## config.mk

```make
export PLATFORM = sky130hd
export DESIGN_NAME = dual_slope_adc_sequencer
export DESIGN_NICKNAME = d
export VERILOG_FILES = /design/src/adc_seq_pkg.sv /design/src/dual_slope_adc_sequencer.sv
export SDC_FILE = /design/constraint.sdc
export NUM_CORES = 1
export LEC_CHECK = 0
export BUFFER_PORTS_ARGS = -buffer_cell sky130_fd_sc_hd__buf_2
export CORE_ASPECT_RATIO = 0.5
export CORE_UTILIZATION = 28
export CTS_BUF_LIST = sky130_fd_sc_hd__clkbuf_4
export CTS_CLUSTER_SIZE = 24
export DETAILED_ROUTE_END_ITERATION = 6
export HOLD_SLACK_MARGIN = 0.05
export PLACE_DENSITY = 0.43
export SLEW_MARGIN = 15
export SYNTH_ARGS = -nofsm -noshare
export SYNTH_HDL_FRONTEND = slang
export SYNTH_SLANG_ARGS = --single-unit
```

## constraint.sdc

```tcl
create_clock -name i_sys_clk -period 4.9 [get_ports i_sys_clk]
set_clock_uncertainty 0.05 [all_clocks]
set_input_delay 0.735 -clock i_sys_clk [delete_from_list [all_inputs] [get_ports i_sys_clk]]
set_output_delay 0.735 -clock i_sys_clk [all_outputs]
set_load 0.02 [all_outputs]
```

## src/adc_seq_pkg.sv

```systemverilog
// Purpose: Shared constants and types for the dual-slope converter sequencer.
// Assumes: One 200 MHz system clock; conversion counts are clock enables.
// Notes: Counts are in conversion-clock counts unless named _CYC.
// Contract
// - Phases run auto-zero, integrate, deintegrate, zero-integrator.
// - Auto-zero grounds inputs, charges reference, closes offset loop.
// - Integrate connects terminals fixed time, records polarity.
// - Deintegrate applies reference oriented by recorded polarity.
// - Result is deintegrate count to zero crossing.
// - Twice reference is full scale; beyond flags over-range.
// - Zero-integrator lasts 100-200 counts, 6200 after over-range.
// - Negative input grounded only in three non-integrate phases.
// - Trigger high starts cycles every 40002 counts.
// - Trigger low finishes current cycle then holds reading.
// - In hold, trigger pulse over 300 ns starts cycle.
// - Trigger pulses during an unfinished cycle are ignored.
// - First latch pulse 101 counts after cycle end.
// - Top digit value shown, latch high 201 counts.
// - Latch low half count at digit-select midpoint.
// - Latch step repeats per digit, top down to least.
// - After least digit, scanning continues without latch pulses.
// - No continued scanning after an over-range conversion.
// - First top-digit period in auto-zero, deintegrate one longer.
// - Busy fall to first latch varies with input.
// - Busy rises at integrate, falls after crossing or over-range.
// - Each digit select high 200 counts with its value.
// - Over-range flag set at busy end, cleared at deintegrate.
// - Under-range flag when result at most 1800, cleared at integrate.
package adc_seq_pkg;

  typedef enum logic [1:0] {ST_AZ, ST_INT, ST_DEINT, ST_ZI} phase_t;

  // System clock period 5 ns, conversion clock 120 kHz.
  localparam int SYS_CLK_HZ = 32'h0bebc200;
  localparam int SYS_PERIOD_NS = 32'h5;
  localparam int CONV_CLK_HZ = 32'h0001d4c0;
  localparam int CONV_DIV = SYS_CLK_HZ / CONV_CLK_HZ;

  // Shortest accepted trigger pulse: 300 ns.
  localparam int TRIG_MIN_NS = 32'h12c;
  localparam logic [7:0] TRIG_MIN_CYC =
    8'((TRIG_MIN_NS + SYS_PERIOD_NS - 1) / SYS_PERIOD_NS);

  localparam logic [15:0] INT_COUNTS = 16'h2710;     // 10000
  localparam logic [15:0] CYCLE_COUNTS = 16'h9c42;   // 40002
  localparam logic [15:0] ZI_NORM_COUNTS = 16'h00c8; // 200
  localparam logic [15:0] ZI_OVER_COUNTS = 16'h1838; // 6200
  localparam logic [15:0] DIGIT_COUNTS = 16'h00c8;   // 200
  localparam logic [15:0] STROBE_AT = 16'h0064;      // 101st count

  localparam int DIGITS = 5;
  localparam int RESULT_W = 4 * DIGITS;
  localparam logic [2:0] TOP_DIGIT = 3'h4;
  localparam logic [19:0] BCD_LAST = 20'h19999;
  localparam logic [15:0] UNDER_LIMIT_BCD = 16'h1800;
  localparam int FIFO_DEPTH = 8;

endpackage

```

## src/dual_slope_adc_sequencer.sv

```systemverilog
// Purpose: Phase sequencer, result counter and multiplexed BCD scanner.
// Assumes: Inputs synchronous to i_sys_clk; comparator high = integrator
//   above zero.
// Notes: Results pass through a small FIFO to the digit scanner.
`timescale 1ns/1ps

module result_fifo #(
  parameter int WIDTH = 21,
  parameter int DEPTH = 8
) (
  input wire logic i_sys_clk,
  input wire logic i_srst,
  input wire logic i_in_valid,
  output logic o_in_ready,
  input wire logic [WIDTH-1:0] i_in_data,
  output logic o_out_valid,
  input wire logic i_out_ready,
  output logic [WIDTH-1:0] o_out_data
);
  localparam int AW = $clog2(DEPTH);

  logic [WIDTH-1:0] mem_reg [DEPTH];
  logic [AW:0] wr_ptr_reg;
  logic [AW:0] rd_ptr_reg;
  wire push_w = i_in_valid && o_in_ready;
  wire pop_w = o_out_valid && i_out_ready;
  wire ptr_eq_w = wr_ptr_reg[AW-1:0] == rd_ptr_reg[AW-1:0];

  assign o_in_ready = !(ptr_eq_w && (wr_ptr_reg[AW] != rd_ptr_reg[AW]));
  assign o_out_valid = wr_ptr_reg != rd_ptr_reg;
  assign o_out_data = mem_reg[rd_ptr_reg[AW-1:0]];

  always_ff @(posedge i_sys_clk) begin
    if (i_srst) begin
      wr_ptr_reg <= '0;
      rd_ptr_reg <= '0;
    end else begin
      if (push_w) begin
        wr_ptr_reg <= wr_ptr_reg + 1'b1;
      end
      if (pop_w) begin
        rd_ptr_reg <= rd_ptr_reg + 1'b1;
      end
    end
  end

  always_ff @(posedge i_sys_clk) begin
    if (push_w) begin
      mem_reg[wr_ptr_reg[AW-1:0]] <= i_in_data;
    end
  end
endmodule // result_fifo

module dual_slope_adc_sequencer #(
  parameter int CONV_DIV = adc_seq_pkg::CONV_DIV,
  parameter logic [15:0] INT_COUNTS = adc_seq_pkg::INT_COUNTS,
  parameter logic [15:0] CYCLE_COUNTS = adc_seq_pkg::CYCLE_COUNTS,
  parameter logic [15:0] ZI_NORM_COUNTS = adc_seq_pkg::ZI_NORM_COUNTS,
  parameter logic [15:0] ZI_OVER_COUNTS = adc_seq_pkg::ZI_OVER_COUNTS,
  parameter logic [15:0] DIGIT_COUNTS = adc_seq_pkg::DIGIT_COUNTS
) (
  input wire logic i_sys_clk,
  input wire logic i_srst,
  input wire logic i_trigger,
  input wire logic i_comp_positive,
  output logic o_inputs_to_ground,
  output logic o_inputs_to_terminals,
  output logic o_neg_to_analog_ground_ref,
  output logic o_ref_cap_charge,
  output logic o_offset_loop_close,
  output logic o_ref_to_pos_input,
  output logic o_ref_reversed,
  output logic o_zero_loop_close,
  output logic o_busy,
  output logic o_polarity,
  output logic o_over_range,
  output logic o_under_range,
  output logic o_latch_n,
  output logic o_top_digit_select,
  output logic o_second_digit_select,
  output logic o_third_digit_select,
  output logic o_fourth_digit_select,
  output logic o_least_digit_select,
  output logic o_bcd_weight_one,
  output logic o_bcd_weight_two,
  output logic o_bcd_weight_four,
  output logic o_bcd_weight_eight
);
  localparam logic [15:0] DIV_LAST = 16'(CONV_DIV - 1);
  localparam logic [15:0] HALF_CYC = 16'(CONV_DIV / 2);
  localparam int FW = adc_seq_pkg::RESULT_W + 1;

  function automatic logic [19:0] bcd_inc(input logic [19:0] v);
    logic [19:0] r;
    logic c;
    r = v;
    c = 1'b1;
    for (int i = 0; i < adc_seq_pkg::DIGITS; i++) begin
      if (c) begin
        if (r[i*4 +: 4] == 4'h9) begin
          r[i*4 +: 4] = 4'h0;
        end else begin
          r[i*4 +: 4] = r[i*4 +: 4] + 4'h1;
          c = 1'b0;
        end
      end
    end
    return r;
  endfunction

  adc_seq_pkg::phase_t state_reg;
  adc_seq_pkg::phase_t state_next;
  logic [15:0] div_cnt_reg;
  logic [15:0] phase_cnt_reg;
  logic [15:0] cyc_cnt_reg;
  logic [15:0] zi_len_reg;
  logic [19:0] bcd_cnt_reg;
  logic [7:0] trig_cnt_reg;
  logic polarity_reg;
  logic over_pend_reg;
  logic hold_reg;
  logic armed_reg;
  logic start_req_reg;
  logic over_flag_reg;
  logic under_flag_reg;
  logic extend_reg;
  logic [2:0] dig_reg;
  logic [15:0] dcnt_reg;
  logic strobing_reg;
  logic [19:0] disp_reg;
  logic disp_over_reg;
  logic [4:0] digit_sel_reg;
  logic [3:0] bcd_reg;
  logic [15:0] low_cnt_reg;
  logic fifo_in_ready;
  logic fifo_out_valid;
  logic [FW-1:0] fifo_out_data;

  // Conversion count enable and decoded phase.
  wire ce_w = div_cnt_reg == DIV_LAST;
  wire az_w = state_reg == adc_seq_pkg::ST_AZ;
  wire int_w = state_reg == adc_seq_pkg::ST_INT;
  wire deint_w = state_reg == adc_seq_pkg::ST_DEINT;
  wire zi_w = state_reg == adc_seq_pkg::ST_ZI;
  wire trig_filt_w = trig_cnt_reg >= adc_seq_pkg::TRIG_MIN_CYC;
  wire cross_w = i_comp_positive != polarity_reg;
  wire at_full_w = bcd_cnt_reg == adc_seq_pkg::BCD_LAST;
  wire [15:0] zi_last_w = zi_len_reg - 16'h1;
  wire int_end_w = phase_cnt_reg == INT_COUNTS - 16'h1;
  wire zi_end_w = phase_cnt_reg == zi_last_w;
  wire cyc_end_w = cyc_cnt_reg == CYCLE_COUNTS - 16'h1;
  wire go_w = az_w && (hold_reg ? start_req_reg : (cyc_end_w && trig_filt_w));
  wire hold_enter_w = az_w && !hold_reg && cyc_end_w && !trig_filt_w;
  wire push_req_w = ce_w && ((deint_w && cross_w) ||
                             (zi_w && over_pend_reg && zi_end_w));
  wire push_ok_w = push_req_w && fifo_in_ready;
  wire adv_w = ce_w && !(push_req_w && !fifo_in_ready);
  wire phase_chg_w = adv_w && (state_next != state_reg);
  wire under_w = (bcd_cnt_reg[19:16] == 4'h0) &&
                 (bcd_cnt_reg[15:0] <= adc_seq_pkg::UNDER_LIMIT_BCD);
  wire [FW-1:0] fifo_in_data_w = {over_pend_reg,
                                  over_pend_reg ? 20'h0 : bcd_cnt_reg};

  // Analog switch controls follow the phase register directly.
  assign o_inputs_to_ground = az_w;
  assign o_ref_cap_charge = az_w;
  assign o_offset_loop_close = az_w;
  assign o_inputs_to_terminals = int_w;
  assign o_neg_to_analog_ground_ref = az_w || deint_w || zi_w;
  assign o_ref_to_pos_input = deint_w;
  assign o_ref_reversed = deint_w && !polarity_reg;
  assign o_zero_loop_close = zi_w;
  assign o_busy = int_w || deint_w || (zi_w && over_pend_reg);
  assign o_polarity = polarity_reg;
  assign o_over_range = over_flag_reg;
  assign o_under_range = under_flag_reg;

  always_comb begin
    state_next = state_reg;
    unique case (state_reg)
      adc_seq_pkg::ST_AZ: if (go_w) state_next = adc_seq_pkg::ST_INT;
      adc_seq_pkg::ST_INT: if (int_end_w) state_next = adc_seq_pkg::ST_DEINT;
      adc_seq_pkg::ST_DEINT: if (cross_w || at_full_w) begin
        state_next = adc_seq_pkg::ST_ZI;
      end
      adc_seq_pkg::ST_ZI: if (zi_end_w) state_next = adc_seq_pkg::ST_AZ;
    endcase
  end

  always_ff @(posedge i_sys_clk) begin
    if (i_srst || ce_w) begin
      div_cnt_reg <= 16'h0;
    end else begin
      div_cnt_reg <= div_cnt_reg + 16'h1;
    end
  end

  // Trigger is qualified by its high time so short glitches cannot start.
  always_ff @(posedge i_sys_clk) begin
    if (i_srst || !i_trigger) begin
      trig_cnt_reg <= 8'h0;
    end else if (!trig_filt_w) begin
      trig_cnt_reg <= trig_cnt_reg + 8'h1;
    end
  end

  always_ff @(posedge i_sys_clk) begin
    if (i_srst) begin
      state_reg <= adc_seq_pkg::ST_AZ;
      phase_cnt_reg <= 16'h0;
      cyc_cnt_reg <= 16'h0;
      zi_len_reg <= ZI_NORM_COUNTS;
      bcd_cnt_reg <= 20'h0;
      polarity_reg <= 1'b0;
      over_pend_reg <= 1'b0;
      hold_reg <= 1'b1;
    end else if (adv_w) begin
      state_reg <= state_next;
      phase_cnt_reg <= phase_chg_w ? 16'h0 : phase_cnt_reg + 16'h1;
      if (go_w) begin
        cyc_cnt_reg <= 16'h0;
      end else if (!hold_reg && !hold_enter_w) begin
        cyc_cnt_reg <= cyc_cnt_reg + 16'h1;
      end
      if (hold_enter_w) begin
        hold_reg <= 1'b1;
      end else if (go_w) begin
        hold_reg <= 1'b0;
      end
      if (int_w && int_end_w) begin
        polarity_reg <= i_comp_positive;
        bcd_cnt_reg <= 20'h0;
      end
      if (deint_w && !cross_w && !at_full_w) begin
        bcd_cnt_reg <= bcd_inc(bcd_cnt_reg);
      end
      if (deint_w && cross_w) begin
        zi_len_reg <= ZI_NORM_COUNTS;
      end else if (deint_w && at_full_w) begin
        zi_len_reg <= ZI_OVER_COUNTS;
        over_pend_reg <= 1'b1;
      end
      if (zi_w && zi_end_w) begin
        over_pend_reg <= 1'b0;
      end
    end
  end

  // A start request is only armed once a cycle has finished and the
  // trigger has been seen low, so pulses inside a cycle are dropped.
  always_ff @(posedge i_sys_clk) begin
    if (i_srst) begin
      armed_reg <= 1'b1;
      start_req_reg <= 1'b0;
    end else begin
      armed_reg <= hold_reg && (armed_reg || !trig_filt_w);
      if (adv_w && go_w) begin
        start_req_reg <= 1'b0;
      end else if (hold_reg && armed_reg && trig_filt_w) begin
        start_req_reg <= 1'b1;
      end
    end
  end

  always_ff @(posedge i_sys_clk) begin
    if (i_srst) begin
      over_flag_reg <= 1'b0;
      under_flag_reg <= 1'b0;
    end else begin
      if (phase_chg_w && state_next == adc_seq_pkg::ST_DEINT) begin
        over_flag_reg <= 1'b0;
      end
      if (phase_chg_w && state_next == adc_seq_pkg::ST_INT) begin
        under_flag_reg <= 1'b0;
      end
      if (push_ok_w) begin
        over_flag_reg <= over_pend_reg;
        under_flag_reg <= !over_pend_reg && under_w;
      end
    end
  end

  // Digit scanner runs free; a new result is taken only at a top digit.
  wire ext_w = (dig_reg == adc_seq_pkg::TOP_DIGIT) && extend_reg;
  wire [15:0] period_last_w = DIGIT_COUNTS + {15'h0, ext_w} - 16'h1;
  wire dig_end_w = ce_w && (dcnt_reg == period_last_w);
  wire top_start_w = dig_end_w && (dig_reg == 3'h0);
  wire pop_w = top_start_w && fifo_out_valid;
  wire extend_set_w = phase_chg_w &&
    (state_next == adc_seq_pkg::ST_AZ || state_next == adc_seq_pkg::ST_DEINT);
  wire blank_w = over_flag_reg && !strobing_reg;
  wire latch_low_w = strobing_reg && (dcnt_reg == adc_seq_pkg::STROBE_AT) &&
                     (div_cnt_reg < HALF_CYC);
  wire [4:0] sel_next_w = blank_w ? 5'h00 : 5'(5'h01 << dig_reg);
  wire [3:0] bcd_next_w = disp_reg[{dig_reg, 2'b00} +: 4];

  result_fifo #(
    .WIDTH(FW),
    .DEPTH(adc_seq_pkg::FIFO_DEPTH)
  ) u_fifo (
    .i_sys_clk(i_sys_clk),
    .i_srst(i_srst),
    .i_in_valid(push_req_w),
    .o_in_ready(fifo_in_ready),
    .i_in_data(fifo_in_data_w),
    .o_out_valid(fifo_out_valid),
    .i_out_ready(pop_w),
    .o_out_data(fifo_out_data)
  );

  always_ff @(posedge i_sys_clk) begin
    if (i_srst) begin
      dig_reg <= adc_seq_pkg::TOP_DIGIT;
      dcnt_reg <= 16'h0;
      strobing_reg <= 1'b0;
      disp_reg <= 20'h0;
      disp_over_reg <= 1'b0;
      extend_reg <= 1'b0;
    end else begin
      if (ce_w) begin
        dcnt_reg <= dig_end_w ? 16'h0 : dcnt_reg + 16'h1;
      end
      if (dig_end_w) begin
        dig_reg <= (dig_reg == 3'h0) ? adc_seq_pkg::TOP_DIGIT
                                     : dig_reg - 3'h1;
      end
      if (top_start_w) begin
        strobing_reg <= fifo_out_valid;
      end
      if (pop_w) begin
        {disp_over_reg, disp_reg} <= fifo_out_data;
      end
      if (dig_end_w && dig_reg == adc_seq_pkg::TOP_DIGIT) begin
        extend_reg <= 1'b0;
      end
      if (extend_set_w) begin
        extend_reg <= 1'b1;
      end
    end
  end

  always_ff @(posedge i_sys_clk) begin
    if (i_srst) begin
      digit_sel_reg <= 5'h00;
      bcd_reg <= 4'h0;
      o_latch_n <= 1'b1;
      low_cnt_reg <= 16'h0;
    end else begin
      digit_sel_reg <= sel_next_w;
      bcd_reg <= bcd_next_w;
      o_latch_n <= !latch_low_w;
      low_cnt_reg <= o_latch_n ? 16'h0 : low_cnt_reg + 16'h1;
    end
  end

  assign o_top_digit_select = digit_sel_reg[4];
  assign o_second_digit_select = digit_sel_reg[3];
  assign o_third_digit_select = digit_sel_reg[2];
  assign o_fourth_digit_select = digit_sel_reg[1];
  assign o_least_digit_select = digit_sel_reg[0];
  assign o_bcd_weight_one = bcd_reg[0];
  assign o_bcd_weight_two = bcd_reg[1];
  assign o_bcd_weight_four = bcd_reg[2];
  assign o_bcd_weight_eight = bcd_reg[3];

  phase_order_a: assert property (@(posedge i_sys_clk) disable iff (i_srst)
    state_reg != $past(state_reg) |->
      (int_w && $past(az_w)) || (deint_w && $past(int_w)) ||
      (zi_w && $past(deint_w)) || (az_w && $past(zi_w)))
    else $error("phase order broken");
  int_length_a: assert property (@(posedge i_sys_clk) disable iff (i_srst)
    $rose(deint_w) |-> $past(phase_cnt_reg) == INT_COUNTS - 16'h1)
    else $error("integrate length wrong");
  neg_ground_a: assert property (@(posedge i_sys_clk) disable iff (i_srst)
    o_neg_to_analog_ground_ref != o_inputs_to_terminals)
    else $error("negative input grounding wrong");
  polarity_hold_a: assert property (@(posedge i_sys_clk) disable iff (i_srst)
    deint_w && $past(deint_w) |-> $stable(o_polarity))
    else $error("polarity changed in deintegrate");
  zi_length_a: assert property (@(posedge i_sys_clk) disable iff (i_srst)
    $fell(zi_w) |-> $past(phase_cnt_reg) == $past(zi_last_w))
    else $error("zero integrator length wrong");
  cycle_len_a: assert property (@(posedge i_sys_clk) disable iff (i_srst)
    $rose(int_w) && !$past(hold_reg) |->
      $past(cyc_cnt_reg) == CYCLE_COUNTS - 16'h1)
    else $error("cycle length wrong");
  busy_rise_a: assert property (@(posedge i_sys_clk) disable iff (i_srst)
    $rose(o_busy) |-> int_w && !o_under_range)
    else $error("busy rose outside integrate");
  over_clear_a: assert property (@(posedge i_sys_clk) disable iff (i_srst)
    deint_w |-> ##1 (!o_over_range || !deint_w))
    else $error("over-range not cleared");
  blank_digits_a: assert property (@(posedge i_sys_clk) disable iff (i_srst)
    blank_w |=> digit_sel_reg == 5'h00)
    else $error("digits not blanked");
  latch_width_a: assert property (@(posedge i_sys_clk) disable iff (i_srst)
    $rose(o_latch_n) |-> low_cnt_reg == HALF_CYC)
    else $error("latch low width wrong");
endmodule // dual_slope_adc_sequencer

```

==> impl_metrics.csv <==
group,metric,value,unit
routing,first_pass_iters,5,
sta,fin_crit_sh,0.7185,
final_layout,fin_nets,1240,
sta,worstMarginPinSlew,0.9945,ns
pwr,seq_power_share,0.540,
clock_tree,cts_made_buffers,79,
pwr,p_comb_frac,0.008,
sta,max_freq,284.0,MHz
synthesis,synth-compound-area-share,0.06276,
synthesis,synth_edf_count,160,
synthesis,yosys-mux-area-fraction,0.09283,
sta,hold_viol_final,0,
worst_setup_path,worst_setup_path_end_kind,"flop",
synthesis,ys.flop_type,"edfxtp_1",
synthesis,yosys_warnings,0,
global_routing,grt_start_max_net_pins,44,
final_layout,fin_util,0.3252,
worst_hold_path,holdCritStartpoint,"i_comp_positive",
worst_setup_path,cp_num_buf_inv,1,
pwr,sw_frac_of_total,0.2187,
global_routing,grt_pass1_vias,9228,
worst_setup_path,cp_top_family,"simple AND/OR/NAND/NOR gates",
routing,ant_nets,0,
synthesis,yosysTopAreaCellShare,0.3565,
worst_setup_path,critPathKind,"flop to flop",
worst_setup_path,r2r_end,"u_fifo.mem_reg[7][13]",
worst_hold_path,holdPathStages,3,
pwr,p_int,3.872,mW
synthesis,ys_top_cells_by_area,"edfxtp_1 (36%), dfxtp_1 (22%), mux4_2 (7.4%)",
clock_tree,cts_resized,0,
worst_setup_path,crit_top_cell,"nand4_1",
floorplanning,die_height,157.1,µm
worst_setup_path,start_kind,"flop",
global_routing,grt_use_total,0.1346,
synthesis,synthAdderAreaFrac,0.02506,
synthesis,synth_top_family_by_area,"simple AND/OR/NAND/NOR gates",
sta,maxSlewHeadroom,0.3334,
synthesis,ys_types,67,
clock_tree,clk_pin_slew,0.06,ns
worst_setup_path,rrSetupSlack,1.38,ns
synthesis,netlist_instances,1141,
synthesis,syn_nets,1172,
synthesis,yosysSeqAreaShare,0.5733,
sta,setup_viol,0,
place,port_buffers,25,
sta,grt_setup_unrepaired,"false",
global_routing,grt_pass1_wl,51.11,mm
place,hpwl,20.36,mm
worst_hold_path,hp-class,"input port to flop",
synthesis,ys_seq_elements,306,
pwr,peakVddDrop,0.0001502,V
routing,m1WireLength,15.38,mm
pwr,p_sw,1.084,mW
final_layout,drive_gt1_frac,0.1885,
clock_tree,post_cts_buffers,0,
synthesis,synth_top_area_cell,"edfxtp_1",
routing,drtIter0Drc,458,
clock_tree,worstSkewPairLatency,0.75,ns
worst_setup_path,crit_chain,"ha_1 > nor3b_1 > and4_1 > nand4_1 > a211oi_2 > nand4_1 > inv_1",
floorplanning,row_count,56,
synthesis,synth.cell_area,13480,µm²
worst_setup_path,worstPathRequired,5.18,ns
floorplanning,io_pins,26,
clock_tree,cts_root_buf,"clkbuf_4",
sta,finalCriticalPeriod,3.521,ns
synthesis,syn_area_per_cell,11.81,µm²
run,drv_cap,0,
floorplanning,start_util,0.2858,
floorplanning,core,47160,µm²
clock_tree,clock_path_buffers,3,
clock_tree,cts_tree,"yes",
synthesis,synthArstFlopShare,0,
worst_setup_path,crit_fanout,20,
synthesis,yosys.area_share.simple,0.1732,
clock_tree,cts.sinks,306,
final_layout,largest_register_ffs,160,
worst_setup_path,arrival,3.80,ns
routing,top_layer,"met4",
routing,viasPerCell,4.735,
routing,avgRoutedWirePerCell,16.91,µm
clock_tree,htree_levels,3,
routing,wl_met3,1.452,mm
routing,dr_wl_met2,14.77,mm
run_status,status,"completed",
global_routing,antenna_found_initial,1,
pwr,p_leak,5.242,nW
sta,final_max_slew_viol_count,0,
worst_setup_path,cp_slowest_stage_delay,0.74,ns
global_routing,gr-total-overflow,0,
routing,drc,0,
pwr,clock_power_share,0.453,
worst_hold_path,min_to,"o_polarity",
worst_setup_path,rr_worst_depth,7,
final_layout,areaGrowthSynthToFinish,13.79,%
sta,setup_tns,0,ns
routing,wl,32.25,mm
place,routabilityCongestion,0.7968,
worst_setup_path,cp_slowest_cell,"inv_1",
pwr,power_density,323.2,nW/µm²
floorplanning,die_w,312.3,µm
clock_tree,cts_hold_buf,0,
routing,dr_total_vias,9029,
synthesis,synth_xor_area_frac,0.04289,
worst_setup_path,r2r-start,"phase_cnt_reg[0]",
floorplanning,fp.dieArea,49070,µm²
routing by layer:
| metal | up-vias | GRT usage |
|---|---|---|
| met1 | 4415 | 0.1770 |
| met3 | 60 | 0.03887 |
| met5 | - | 0 |
| met2 | 168 | 0.2135 |
| li1 | 4386 | - |
| met4 | 0 | 0.04295 |
cell usage after synthesis (all sizes together) (21+ instances only):
library cell / n
xnor2: 37
ha: 27
a21oi: 50
buf: 28
mux4: 44
nand2: 71
nor2: 137
nand3: 50
nand4: 25
clkbuf: 25
nor4: 21
xor2: 29
a211oi: 24
mux2i: 26
nor2b: 21
nor3: 24
o21ai: 34
edfxtp: 160
dfxtp: 146
inv: 40
power by group through the flow:
stage | logic [mW] | clock network [mW] | registers [mW]
after floorplan | 0.0288 | 0 | 2.73
after global placement | 0.0389 | 0 | 2.73
after global routing | 0.0437 | 2.50 | 2.67
after CTS | 0.0400 | 2.35 | 2.67
final | 0.0388 | 2.24 | 2.67
after detailed placement | 0.0400 | 0 | 2.73
metrics by stage:
step	setup WS, ns	cell area (µm²)	instances	hold slack, ns	power [mW]
5_1_grt	1.086	15340	1907	0.1242	5.218
2_1_floorplan	0.5215	13480	1141	0.3786	2.760
3_5_place_dp	1.339	14310	1766	0.3978	2.771
6_report	1.379	15340	1907	0.2224	4.956
3_3_place_gp	1.430	14310	1766	0.3972	2.770
4_1_cts	1.272	15330	1906	0.1337	5.065
worst min-delay path: stages:
cell and delay [ns]:
buf_2 0.10, mux2i_1 0.07, nor2_1 0.07
area by class of cell:
type | instances | area, µm²
Clock buffer | 123 | 923.4
Timing Repair Buffer | 40 | 237.7
Sequential cell | 306 | 7730
Fill cell | 4754 | 31820
Multi-Input combinational cell | 742 | 5396
Tap cell | 638 | 798.3
Inverter | 40 | 150.1
Clock inverter | 17 | 98.84
Antenna cell | 1 | 2.502
cell families (layout without fill, tap and decap cells):
logic type / count (synthesis) / in the layout
simple gates: 445 / 445
flops: 306 / 306
compound gates: 134 / 134
buf+inv: 93 / 220
mux: 70 / 70
xor+xnor: 66 / 66
fa+ha+maj: 27 / 27
other cells: 0 / 1
cell usage in the layout, fill, tap and decap left out, drive strengths merged, types with 5 or more instances in the layout:
| cell type | n |
|---|---|
| nor4b | 11 |
| nor3 | 24 |
| or3 | 16 |
| and3 | 14 |
| clkinv | 13 |
| nand4 | 25 |
| nand2 | 71 |
| nand3 | 50 |
| nand2b | 8 |
| xnor2 | 37 |
| buf | 40 |
| mux2i | 26 |
| a21oi | 50 |
| or4 | 10 |
| nor2b | 21 |
| ha | 27 |
| xor2 | 29 |
| mux4 | 44 |
| and2 | 7 |
| nor2 | 137 |
| or2 | 6 |
| nor4 | 21 |
| clkbuf | 123 |
| dfxtp | 146 |
| inv | 42 |
| and4 | 6 |
| a31oi | 5 |
| o21ai | 34 |
| a211oi | 24 |
| edfxtp | 160 |
worst max-delay path by stage:
stage                                 from                    end  slack, ns  cells past startpoint
after global placement    phase_cnt_reg[0]   u_fifo.mem_reg[7][6]       1.43                      7
final                     phase_cnt_reg[0]  u_fifo.mem_reg[7][13]       1.38                      7
after global routing      phase_cnt_reg[0]   u_fifo.mem_reg[7][8]       1.09                      7
after CTS                 phase_cnt_reg[0]  u_fifo.mem_reg[7][13]       1.27                      7
after floorplan           phase_cnt_reg[0]   u_fifo.mem_reg[1][0]       0.52                      7
after detailed placement  phase_cnt_reg[0]   u_fifo.mem_reg[7][6]       1.34                      7
(Power assumes the default switching activity.)
